<file path="src/logic/scp_cfg.svh">
// Constants for the serial control port: register map, serial framing and timing.
`ifndef SCP_CFG_SVH
`define SCP_CFG_SVH

// ----------------------------------------------------------------
// Register map
// ----------------------------------------------------------------
`define SCP_NUM_REGS      26
`define SCP_ADDR_FIRST    5'h00
`define SCP_ADDR_LAST     5'h19
`define SCP_ADDR_CFG      5'h00
`define SCP_REG_RESET     8'h00
`define SCP_CFG_PINMODE   7
`define SCP_CFG_LSBFIRST  6
`define SCP_ADDR_STEP     5'h01

// ----------------------------------------------------------------
// Serial framing
// ----------------------------------------------------------------
`define SCP_BIT_FIRST     3'h0
`define SCP_BIT_LAST      3'h7
`define SCP_BIT_STEP      3'h1
`define SCP_CNT_DONE      2'h0
`define SCP_CNT_STEP      2'h1

// ----------------------------------------------------------------
// Timing
// ----------------------------------------------------------------
`define SCP_SYS_CLK_MHZ   200
`define SCP_SCLK_MAX_MHZ  10
`define SCP_SCLK_MIN_CYC  ((`SCP_SYS_CLK_MHZ + `SCP_SCLK_MAX_MHZ - 1) / `SCP_SCLK_MAX_MHZ)

`endif

</file>
<file path="src/logic/scp_pkg.sv">
// Types shared by the serial control port modules.
package scp_pkg;

    typedef enum logic [0:0] {
        SCP_ST_INSTR,
        SCP_ST_DATA
    } scp_state_type;

    typedef struct packed {
        logic       isRead;
        logic [1:0] byteCount;
        logic [4:0] regAddr;
    } scp_instr_type;

endpackage

</file>
<file path="src/logic/scp_reg_if.sv">
// Interface between the port controller and its register file.
`timescale 1ns/100ps
interface scp_reg_if;
    logic       wrEn;
    logic [4:0] wrAddr;
    logic [7:0] wrData;
    logic [4:0] rdAddr;
    logic [7:0] rdData;
    logic       pinMode;
    logic       lsbFirst;

    modport ctrl (output wrEn, output wrAddr, output wrData, output rdAddr,
                  input rdData, input pinMode, input lsbFirst);
    modport regs (input wrEn, input wrAddr, input wrData, input rdAddr,
                  output rdData, output pinMode, output lsbFirst);
endinterface

</file>
<file path="src/logic/scp_reg_file.sv">
// Configuration register file reached through the serial control port.
`timescale 1ns/100ps
`include "scp_cfg.svh"
module scp_reg_file (
    input  wire logic sys_clk,
    input  wire logic sys_rst,
    scp_reg_if.regs   bus
);
    logic [7:0] regs_ff     [`SCP_NUM_REGS];
    logic [7:0] nxt_regs    [`SCP_NUM_REGS];

    // ----------------------------------------------------------------
    // Write path.
    // ----------------------------------------------------------------
    always_comb begin
        nxt_regs = regs_ff;
        if (bus.wrEn && bus.wrAddr <= `SCP_ADDR_LAST) begin
            nxt_regs[bus.wrAddr] = bus.wrData;
        end
    end

    always_ff @(posedge sys_clk or posedge sys_rst) begin
        if (sys_rst) begin
            for (int i = 0; i < `SCP_NUM_REGS; i++) begin
                regs_ff[i] <= `SCP_REG_RESET;
            end
        end else begin
            regs_ff <= nxt_regs;
        end
    end

    // ----------------------------------------------------------------
    // Read path and port configuration bits.
    // ----------------------------------------------------------------
    assign bus.rdData   = (bus.rdAddr <= `SCP_ADDR_LAST) ? regs_ff[bus.rdAddr] : `SCP_REG_RESET;
    assign bus.pinMode  = regs_ff[`SCP_ADDR_CFG][`SCP_CFG_PINMODE];
    assign bus.lsbFirst = regs_ff[`SCP_ADDR_CFG][`SCP_CFG_LSBFIRST];
endmodule

</file>
<file path="src/logic/scp_serial_port.sv">
// Serial control port: instruction decode, data phase and pin drive.
//
// Notes on behaviour
// - Each cycle opens with an eight-edge instruction byte, then the data phase.
// - Instruction bit 7 high means read, low means write.
// - Instruction bits 6 and 5 give one to four data bytes.
// - Bits 4 to 0 give the first register; later addresses are generated.
// - After a cycle ends, the next eight rising edges form a new instruction.
// - Instruction and write data are sampled on rising serial clock edges.
// - Read data changes on falling serial clock edges.
// - Chip select is active low; while high both data outputs float.
// - Chip select high freezes the cycle; it resumes when select returns low.
// - Register 0 bit 7 zero shares the data pin; one uses the output pin.
// - In shared-pin mode the separate output pin is never driven.
// - Resync high aborts the cycle, keeps registers, next cycle starts fresh.
// - Register 0 bit 6 selects bit order; reset gives most significant first.
// - Most-significant-first multibyte transfers decrement the register address.
// - Least-significant-first multibyte transfers increment the register address.
// - Every register can be read and written, single or multibyte.
// - Writing register 0 changes pin mode and bit order immediately.
// - Generated address wraps 19h to 0h up, 0h to 19h down.
`timescale 1ns/100ps
`include "scp_cfg.svh"
module scp_serial_port (
    input  wire logic  sys_clk,
    input  wire logic  sys_rst,
    input  wire logic  serialClock,
    input  wire logic  chipSelectN,
    input  wire logic  resyncIn,
    input  wire logic  dataIoIn,
    output logic       dataIoOut,
    output logic       dataIoOe,
    output logic       serialDataOut,
    output logic       serialDataOutOe,
    output logic       regWrStrobe,
    output logic [4:0] regWrAddr,
    output logic [7:0] regWrData,
    output logic       pinModeOut,
    output logic       lsbFirstOut
);
    import scp_pkg::*;

    // ----------------------------------------------------------------
    // Input synchronisers.
    // ----------------------------------------------------------------
    logic sclkS;
    logic csNS;
    logic resyncS;
    logic dinS;

    scp_sync #(.RESET_VAL(1'b0)) u_syncSclk (
        .sys_clk (sys_clk),
        .sys_rst (sys_rst),
        .asyncIn (serialClock),
        .syncOut (sclkS)
    );
    scp_sync #(.RESET_VAL(1'b1)) u_syncCs (
        .sys_clk (sys_clk),
        .sys_rst (sys_rst),
        .asyncIn (chipSelectN),
        .syncOut (csNS)
    );
    scp_sync #(.RESET_VAL(1'b0)) u_syncResync (
        .sys_clk (sys_clk),
        .sys_rst (sys_rst),
        .asyncIn (resyncIn),
        .syncOut (resyncS)
    );
    scp_sync #(.RESET_VAL(1'b0)) u_syncData (
        .sys_clk (sys_clk),
        .sys_rst (sys_rst),
        .asyncIn (dataIoIn),
        .syncOut (dinS)
    );

    // ----------------------------------------------------------------
    // Register file.
    // ----------------------------------------------------------------
    scp_reg_if regBus ();

    scp_reg_file u_regs (
        .sys_clk (sys_clk),
        .sys_rst (sys_rst),
        .bus     (regBus)
    );

    // ----------------------------------------------------------------
    // State.
    // ----------------------------------------------------------------
    scp_state_type state_ff;
    scp_state_type nxt_state;
    logic          sclkPrev_ff;
    logic          nxt_sclkPrev;
    logic [2:0]    bitCnt_ff;
    logic [2:0]    nxt_bitCnt;
    logic [7:0]    shift_ff;
    logic [7:0]    nxt_shift;
    logic          isRead_ff;
    logic          nxt_isRead;
    logic [1:0]    bytesLeft_ff;
    logic [1:0]    nxt_bytesLeft;
    logic [4:0]    addr_ff;
    logic [4:0]    nxt_addr;
    logic          txBit_ff;
    logic          nxt_txBit;
    logic          dataIoOe_ff;
    logic          nxt_dataIoOe;
    logic          outOe_ff;
    logic          nxt_outOe;
    logic          wrStrobe_ff;
    logic          nxt_wrStrobe;
    logic [4:0]    wrAddr_ff;
    logic [4:0]    nxt_wrAddr;
    logic [7:0]    wrData_ff;
    logic [7:0]    nxt_wrData;
    logic          pinMode_ff;
    logic          lsbFirst_ff;

    logic          sclkRise;
    logic          sclkFall;
    logic [7:0]    rxByte;
    logic [4:0]    stepAddr;
    logic [2:0]    txIdx;
    scp_instr_type instr;
    logic          driving;

    // ----------------------------------------------------------------
    // Serial edges and bit order.
    // ----------------------------------------------------------------
    // Edges count only while selected, so a deselect freezes the cycle.
    assign sclkRise = ~csNS & sclkS & ~sclkPrev_ff;
    assign sclkFall = ~csNS & ~sclkS & sclkPrev_ff;

    // Bit order is read live, so a write to register 0 acts at once.
    assign rxByte = regBus.lsbFirst ? {dinS, shift_ff[7:1]}
                                    : {shift_ff[6:0], dinS};
    assign instr  = scp_instr_type'(rxByte);
    assign txIdx  = regBus.lsbFirst ? bitCnt_ff : (`SCP_BIT_LAST - bitCnt_ff);

    // Address generator with wrap at the ends of the map.
    always_comb begin
        if (regBus.lsbFirst) begin
            stepAddr = (addr_ff == `SCP_ADDR_LAST) ? `SCP_ADDR_FIRST
                                                   : addr_ff + `SCP_ADDR_STEP;
        end else begin
            stepAddr = (addr_ff == `SCP_ADDR_FIRST) ? `SCP_ADDR_LAST
                                                    : addr_ff - `SCP_ADDR_STEP;
        end
    end

    assign regBus.rdAddr = addr_ff;
    assign regBus.wrEn   = wrStrobe_ff;
    assign regBus.wrAddr = wrAddr_ff;
    assign regBus.wrData = wrData_ff;

    // ----------------------------------------------------------------
    // Next-state logic.
    // ----------------------------------------------------------------
    always_comb begin
        nxt_state     = state_ff;
        nxt_sclkPrev  = sclkS;
        nxt_bitCnt    = bitCnt_ff;
        nxt_shift     = shift_ff;
        nxt_isRead    = isRead_ff;
        nxt_bytesLeft = bytesLeft_ff;
        nxt_addr      = addr_ff;
        nxt_txBit     = txBit_ff;
        nxt_wrStrobe  = 1'b0;
        nxt_wrAddr    = wrAddr_ff;
        nxt_wrData    = wrData_ff;
        if (resyncS) begin
            nxt_state  = SCP_ST_INSTR;
            nxt_bitCnt = `SCP_BIT_FIRST;
        end else if (sclkRise) begin
            nxt_shift  = rxByte;
            nxt_bitCnt = bitCnt_ff + `SCP_BIT_STEP;
            if (bitCnt_ff == `SCP_BIT_LAST) begin
                case (state_ff)
                    SCP_ST_INSTR: begin
                        nxt_isRead    = instr.isRead;
                        nxt_bytesLeft = instr.byteCount;
                        nxt_addr      = instr.regAddr;
                        nxt_state     = SCP_ST_DATA;
                    end
                    SCP_ST_DATA: begin
                        if (!isRead_ff) begin
                            nxt_wrStrobe = 1'b1;
                            nxt_wrAddr   = addr_ff;
                            nxt_wrData   = rxByte;
                        end
                        if (bytesLeft_ff == `SCP_CNT_DONE) begin
                            nxt_state = SCP_ST_INSTR;
                        end else begin
                            nxt_bytesLeft = bytesLeft_ff - `SCP_CNT_STEP;
                            nxt_addr      = stepAddr;
                        end
                    end
                    default: begin
                        nxt_state = SCP_ST_INSTR;
                    end
                endcase
            end
        end else if (sclkFall && state_ff == SCP_ST_DATA && isRead_ff) begin
            nxt_txBit = regBus.rdData[txIdx];
        end
    end

    // ----------------------------------------------------------------
    // Pin drive next values.
    // ----------------------------------------------------------------
    // Drivers float while deselected or outside a read data phase.
    assign driving = ~csNS & ~resyncS & (nxt_state == SCP_ST_DATA) & nxt_isRead;

    always_comb begin
        nxt_dataIoOe = driving & ~regBus.pinMode;
        nxt_outOe    = driving & regBus.pinMode;
    end

    // ----------------------------------------------------------------
    // Link state registers.
    // ----------------------------------------------------------------
    always_ff @(posedge sys_clk or posedge sys_rst) begin
        if (sys_rst) begin
            state_ff     <= SCP_ST_INSTR;
            sclkPrev_ff  <= 1'b0;
            bitCnt_ff    <= `SCP_BIT_FIRST;
            shift_ff     <= `SCP_REG_RESET;
            isRead_ff    <= 1'b0;
            bytesLeft_ff <= `SCP_CNT_DONE;
            addr_ff      <= `SCP_ADDR_FIRST;
        end else begin
            state_ff     <= nxt_state;
            sclkPrev_ff  <= nxt_sclkPrev;
            bitCnt_ff    <= nxt_bitCnt;
            shift_ff     <= nxt_shift;
            isRead_ff    <= nxt_isRead;
            bytesLeft_ff <= nxt_bytesLeft;
            addr_ff      <= nxt_addr;
        end
    end

    // ----------------------------------------------------------------
    // Pin drive registers.
    // ----------------------------------------------------------------
    always_ff @(posedge sys_clk or posedge sys_rst) begin
        if (sys_rst) begin
            txBit_ff    <= 1'b0;
            dataIoOe_ff <= 1'b0;
            outOe_ff    <= 1'b0;
        end else begin
            txBit_ff    <= nxt_txBit;
            dataIoOe_ff <= nxt_dataIoOe;
            outOe_ff    <= nxt_outOe;
        end
    end

    // ----------------------------------------------------------------
    // Write echo registers.
    // ----------------------------------------------------------------
    always_ff @(posedge sys_clk or posedge sys_rst) begin
        if (sys_rst) begin
            wrStrobe_ff <= 1'b0;
            wrAddr_ff   <= `SCP_ADDR_FIRST;
            wrData_ff   <= `SCP_REG_RESET;
        end else begin
            wrStrobe_ff <= nxt_wrStrobe;
            wrAddr_ff   <= nxt_wrAddr;
            wrData_ff   <= nxt_wrData;
        end
    end

    // ----------------------------------------------------------------
    // Configuration copy registers.
    // ----------------------------------------------------------------
    logic          nxt_pinMode;
    logic          nxt_lsbFirst;

    always_comb begin
        nxt_pinMode  = regBus.pinMode;
        nxt_lsbFirst = regBus.lsbFirst;
    end

    always_ff @(posedge sys_clk or posedge sys_rst) begin
        if (sys_rst) begin
            pinMode_ff  <= 1'b0;
            lsbFirst_ff <= 1'b0;
        end else begin
            pinMode_ff  <= nxt_pinMode;
            lsbFirst_ff <= nxt_lsbFirst;
        end
    end

    // ----------------------------------------------------------------
    // Outputs.
    // ----------------------------------------------------------------
    assign dataIoOut       = txBit_ff;
    assign dataIoOe        = dataIoOe_ff;
    assign serialDataOut   = txBit_ff;
    assign serialDataOutOe = outOe_ff;
    assign regWrStrobe     = wrStrobe_ff;
    assign regWrAddr       = wrAddr_ff;
    assign regWrData       = wrData_ff;
    assign pinModeOut      = pinMode_ff;
    assign lsbFirstOut     = lsbFirst_ff;
endmodule

</file>
<file path="src/logic/scp_sync.sv">
// Two flip-flop synchroniser for one level from outside the clock domain.
`timescale 1ns/100ps
module scp_sync #(
    parameter logic RESET_VAL = 1'b0
) (
    input  wire logic sys_clk,
    input  wire logic sys_rst,
    input  wire logic asyncIn,
    output logic      syncOut
);
    logic stage1_ff;
    logic stage2_ff;

    always_ff @(posedge sys_clk or posedge sys_rst) begin
        if (sys_rst) begin
            stage1_ff <= RESET_VAL;
            stage2_ff <= RESET_VAL;
        end else begin
            stage1_ff <= asyncIn;
            stage2_ff <= stage1_ff;
        end
    end

    assign syncOut = stage2_ff;
endmodule

</file>
<file path="config.mk">
export PLATFORM = sky130hd
export DESIGN_NAME = scp_serial_port
export DESIGN_NICKNAME = d
export VERILOG_FILES = /design/src/logic/scp_pkg.sv /design/src/logic/scp_reg_if.sv /design/src/logic/scp_reg_file.sv /design/src/logic/scp_serial_port.sv /design/src/logic/scp_sync.sv
export VERILOG_INCLUDE_DIRS = /design/src /design/src/logic
export SDC_FILE = /design/constraint.sdc
export NUM_CORES = 1
export LEC_CHECK = 0
export BUFFER_PORTS_ARGS = -buffer_cell sky130_fd_sc_hd__buf_4
export CAP_MARGIN = 20
export CORE_MARGIN = 10
export CORE_UTILIZATION = 50
export DETAILED_ROUTE_END_ITERATION = 7
export PLACE_DENSITY = 0.65
export SLEW_MARGIN = 10
export SYNTH_ARGS = -nofsm -noshare
export SYNTH_HDL_FRONTEND = slang
export SYNTH_SLANG_ARGS = --single-unit
export TNS_END_PERCENT = 1
</file>
<file path="constraint.sdc">
create_clock -name sys_clk -period 8.5 [get_ports sys_clk]
set_input_delay 0.85 -clock sys_clk [delete_from_list [all_inputs] [get_ports sys_clk]]
set_output_delay 0.85 -clock sys_clk [all_outputs]
set_load 0.01 [all_outputs]
</file>
==> results by group <==
Status
  • Status: completed

Critical path
  • Startpoint Class: flop
  • CP required: 8.94 ns
  • Critical Path Sink Type: flop
  • CP top delay family: buffers and inverters
  • Flop-to-flop setup slack: roughly 5.4 ns
  • Worst-case reg-to-reg path depth: 9
  • Worst Path Arrival: roughly 3.6 ns
  • Worst-path cell chain: buf_4 -> inv_2 -> ha_1 -> nand3_1 -> nand2_1 -> mux4_2 -> mux2i_1 -> nor2_1 -> a21oi_1
  • Critical path class: flop to flop
  • Crit Reg-Reg Endpoint: addr_ff[2]
  • Worst path bufs/invs: 2
  • Crit-path max FO: 35
  • Reg2Reg Launch Point: addr_ff[0]
  • Slowest CP cell: dfrtp_4
  • Max incr delay on CP: between 0.7 and 0.8 ns

Pwr
  • Tot Pwr: approximately 2.6 mW
  • P_sw: 0.536 mW
  • PwrDens: 192 nW/um^2
  • P_int: 2.03 mW
  • Flop pwr share: between 40% and 50%
  • Worst vdd ir: ~0.17 mV
  • Sw Share: about a fifth
  • Leak: between 6 and 7 nW
  • Clock network power share: approximately half
  • Combinational power share: approximately 2.5%

Place
  • Final HPWL DP: 18.1 mm
  • Post-Place Setup Slack: roughly 5 ns
  • Dpl cells: 1,175
  • Final GP Congestion: a little over 0.9
  • PortBufs: 25

CTS
  • Root buffer cell: clkbuf_16
  • H-Tree Level Count: 1
  • Clk pin slew, worst setup/hold paths: 0.06 ns
  • Number of buffers created by CTS: 27
  • CTS tree: yes
  • Hold Buf Count CTS: 0
  • Number of gates resized after CTS: 0
  • Clk sink count: around 260
  • Clock Tree Buf Depth: 3
  • # Post-CTS Setup Buffers: 0
  • Clk Latency, worst-skew pair: roughly 0.53 ns

STA
  • Slew @ Worst Pin: between 1 and 1.5 ns
  • Hold WS: 0.347 ns
  • Setup violators final: 0
  • Final period util: 36.6%
  • Endpoints failing hold: 0
  • Final WS setup: around 5.4 ns
  • Max-Slew Margin vs Limit: a little over a quarter
  • Minimum clock period: 3.11 ns
  • Clock skew: around 0.011 ns
  • RSZ-0062 raised after global routing: false
  • Final Max Slew Viols: 0
  • Max Freq: around 0.32 GHz
  • Setup TNS: 0 ns

Min path
  • Hold EP: u_syncSclk.syncOut
  • Hold crit path type: flop to flop
  • Worst hold stages: 0
  • Hold path startpoint: u_syncSclk.stage1_ff

Run
  • MaxCap Viol Count: 0

Synthesis
  • Top-area cell type share of the netlist area: between 50% and 60%
  • Post-Syn Nets: between 800 and 900
  • Main flop type after synthesis: dfrtp_1
  • YS warnings: 0
  • EDFF count, synth: 0
  • Yosys top cell by area: dfrtp_1
  • Post-Syn Area: around 12,000 um^2
  • Flops & latches, synth: around 260
  • Avg Synthesized Cell Area: approximately 14 um^2
  • Register area share after synthesis: a little over half
  • Synth Instances: slightly below 900
  • Synth unique cells: between 60 and 70
  • Async SR Flop Fraction: between 90% and 100%
  • Top cells by area, synth: dfrtp_1 53%, mux2_2 20%, mux4_2 6.0%

Drt
  • WL per Instance: 22.9 um
  • DRC viols: 0
  • Vias per cell: around 6
  • Vias: 7,324
  • Final ANT Viol Nets: 0
  • TritonRoute pass-1 iters: 5
  • Total Routed Length: around 28 mm
  • Initial DRC Count: between 500 and 600

Global route
  • Gr ovfl total: 0
  • Initial antenna violation count: 0
  • Pin count of the biggest net entering global routing: around 110
  • Global-route usage over all layers: a little under a fifth
  • Vias in the first global route: a little under 8,000
  • Global-route wire length before repair: about 45 mm

Final layout
  • Antenna Cells: 0
  • Most frequent cells in the layout: 252 x dfrtp_1, 210 x mux2_2, 53 x nand2_1
  • Most common cell after layout, fill and taps aside: dfrtp_1
  • Layout Nets: between 800 and 900
  • Synthesis-to-layout area growth: 10.9%
  • Layout cells sized above 1: roughly 38%
  • Non-Filler Instances: between 1,000 and 1,500

Floorplan
  • Die width: roughly 180 um
  • Total I/O pin count: 26
  • Die area: 30,700 um^2
  • Core ar.: between 20,000 and 25,000 um^2
  • Initial Util: around half
  • Die H: around 180 um
  • Row count: 56
power groups by stage:
stage | clock network, mW | logic (mW) | registers (mW)
2_1_floorplan | 0 | 0.0499 | 1.26
3_3_place_gp | 0 | 0.0629 | 1.27
3_5_place_dp | 0 | 0.0657 | 1.27
4_1_cts | 1.28 | 0.0660 | 1.24
5_1_grt | 1.33 | 0.0755 | 1.25
6_report | 1.26 | 0.0644 | 1.25
cells in the mapped netlist (7+ instances only):
cell type and number:
clkbuf_1 31, inv_1 9, nand3_1 12, mux4_2 32, o21ai_1 11, mux2_2 210
o21ai_0 17, mux2i_1 46, nor2_1 35, dfrtp_1 254, buf_2 9, nor2b_1 9
nor3_1 7, nand2_1 53, a21oi_1 25
cells by family after synthesis:
group / share of synthesized area, %
adders and majority gates: 0.623
AOI/OAI and AO/OA: 4.96
buffers and inverters: 3.44
and+or+nand+nor: 6.24
xor gates and xnor gates: 0.509
muxes: 31.0
DFF: 53.2
through the flow:
step | cell area [um^2] | util, %
after global placement | 12300 | 52.3
after global routing | 13400 | 56.6
after floorplan | 12000 | -
final | 13400 | 56.6
after detailed placement | 12400 | 52.4
after CTS | 13300 | 56.4
metal layers:
layer / vias to the layer above / wire, um / GRT usage (%) / part of all wire (%)
li1: 3246 / - / - / -
met3: 39 / 1280 / 2.41 / 4.6
met5: - / 0 / 0 / 0
met4: 0 / 625 / 4.66 / 2.2
met2: 191 / 13400 / 30.3 / 48
met1: 3848 / 12800 / 25.1 / 46
registers in the layout, summed over array words and instances, names as in the netlist, 2 cells and up:
| register | cells |
|---|---|
| addr_ff | 5 |
| bitCnt_ff | 3 |
| bytesLeft_ff | 2 |
| regWrAddr | 5 |
| regWrData | 8 |
| shift_ff | 8 |
| u_regs.regs_ff | 206 |
final cells by class:
type / instances / area [um^2]
Fill cell: 1911 / 10300
Sequential cell: 256 / 6410
Multi-Input combinational cell: 553 / 5230
Clock buffer: 36 / 769
Tap cell: 319 / 399
Timing Repair Buffer: 39 / 317
Clock inverter: 11 / 185
Inverter: 10 / 45.0
how the worst max path moves through the flow:
stage,start,to,cells past startpoint
finish,addr_ff[0],addr_ff[2],9
global route,addr_ff[0],addr_ff[2],9
CTS,u_syncCs.syncOut,regWrData[3],5
detailed placement,u_syncCs.syncOut,regWrData[3],5
global placement,u_syncCs.syncOut,regWrData[2],5
floorplan,sys_rst,addr_ff[0],1
Power figures use the tool's default switching activity.
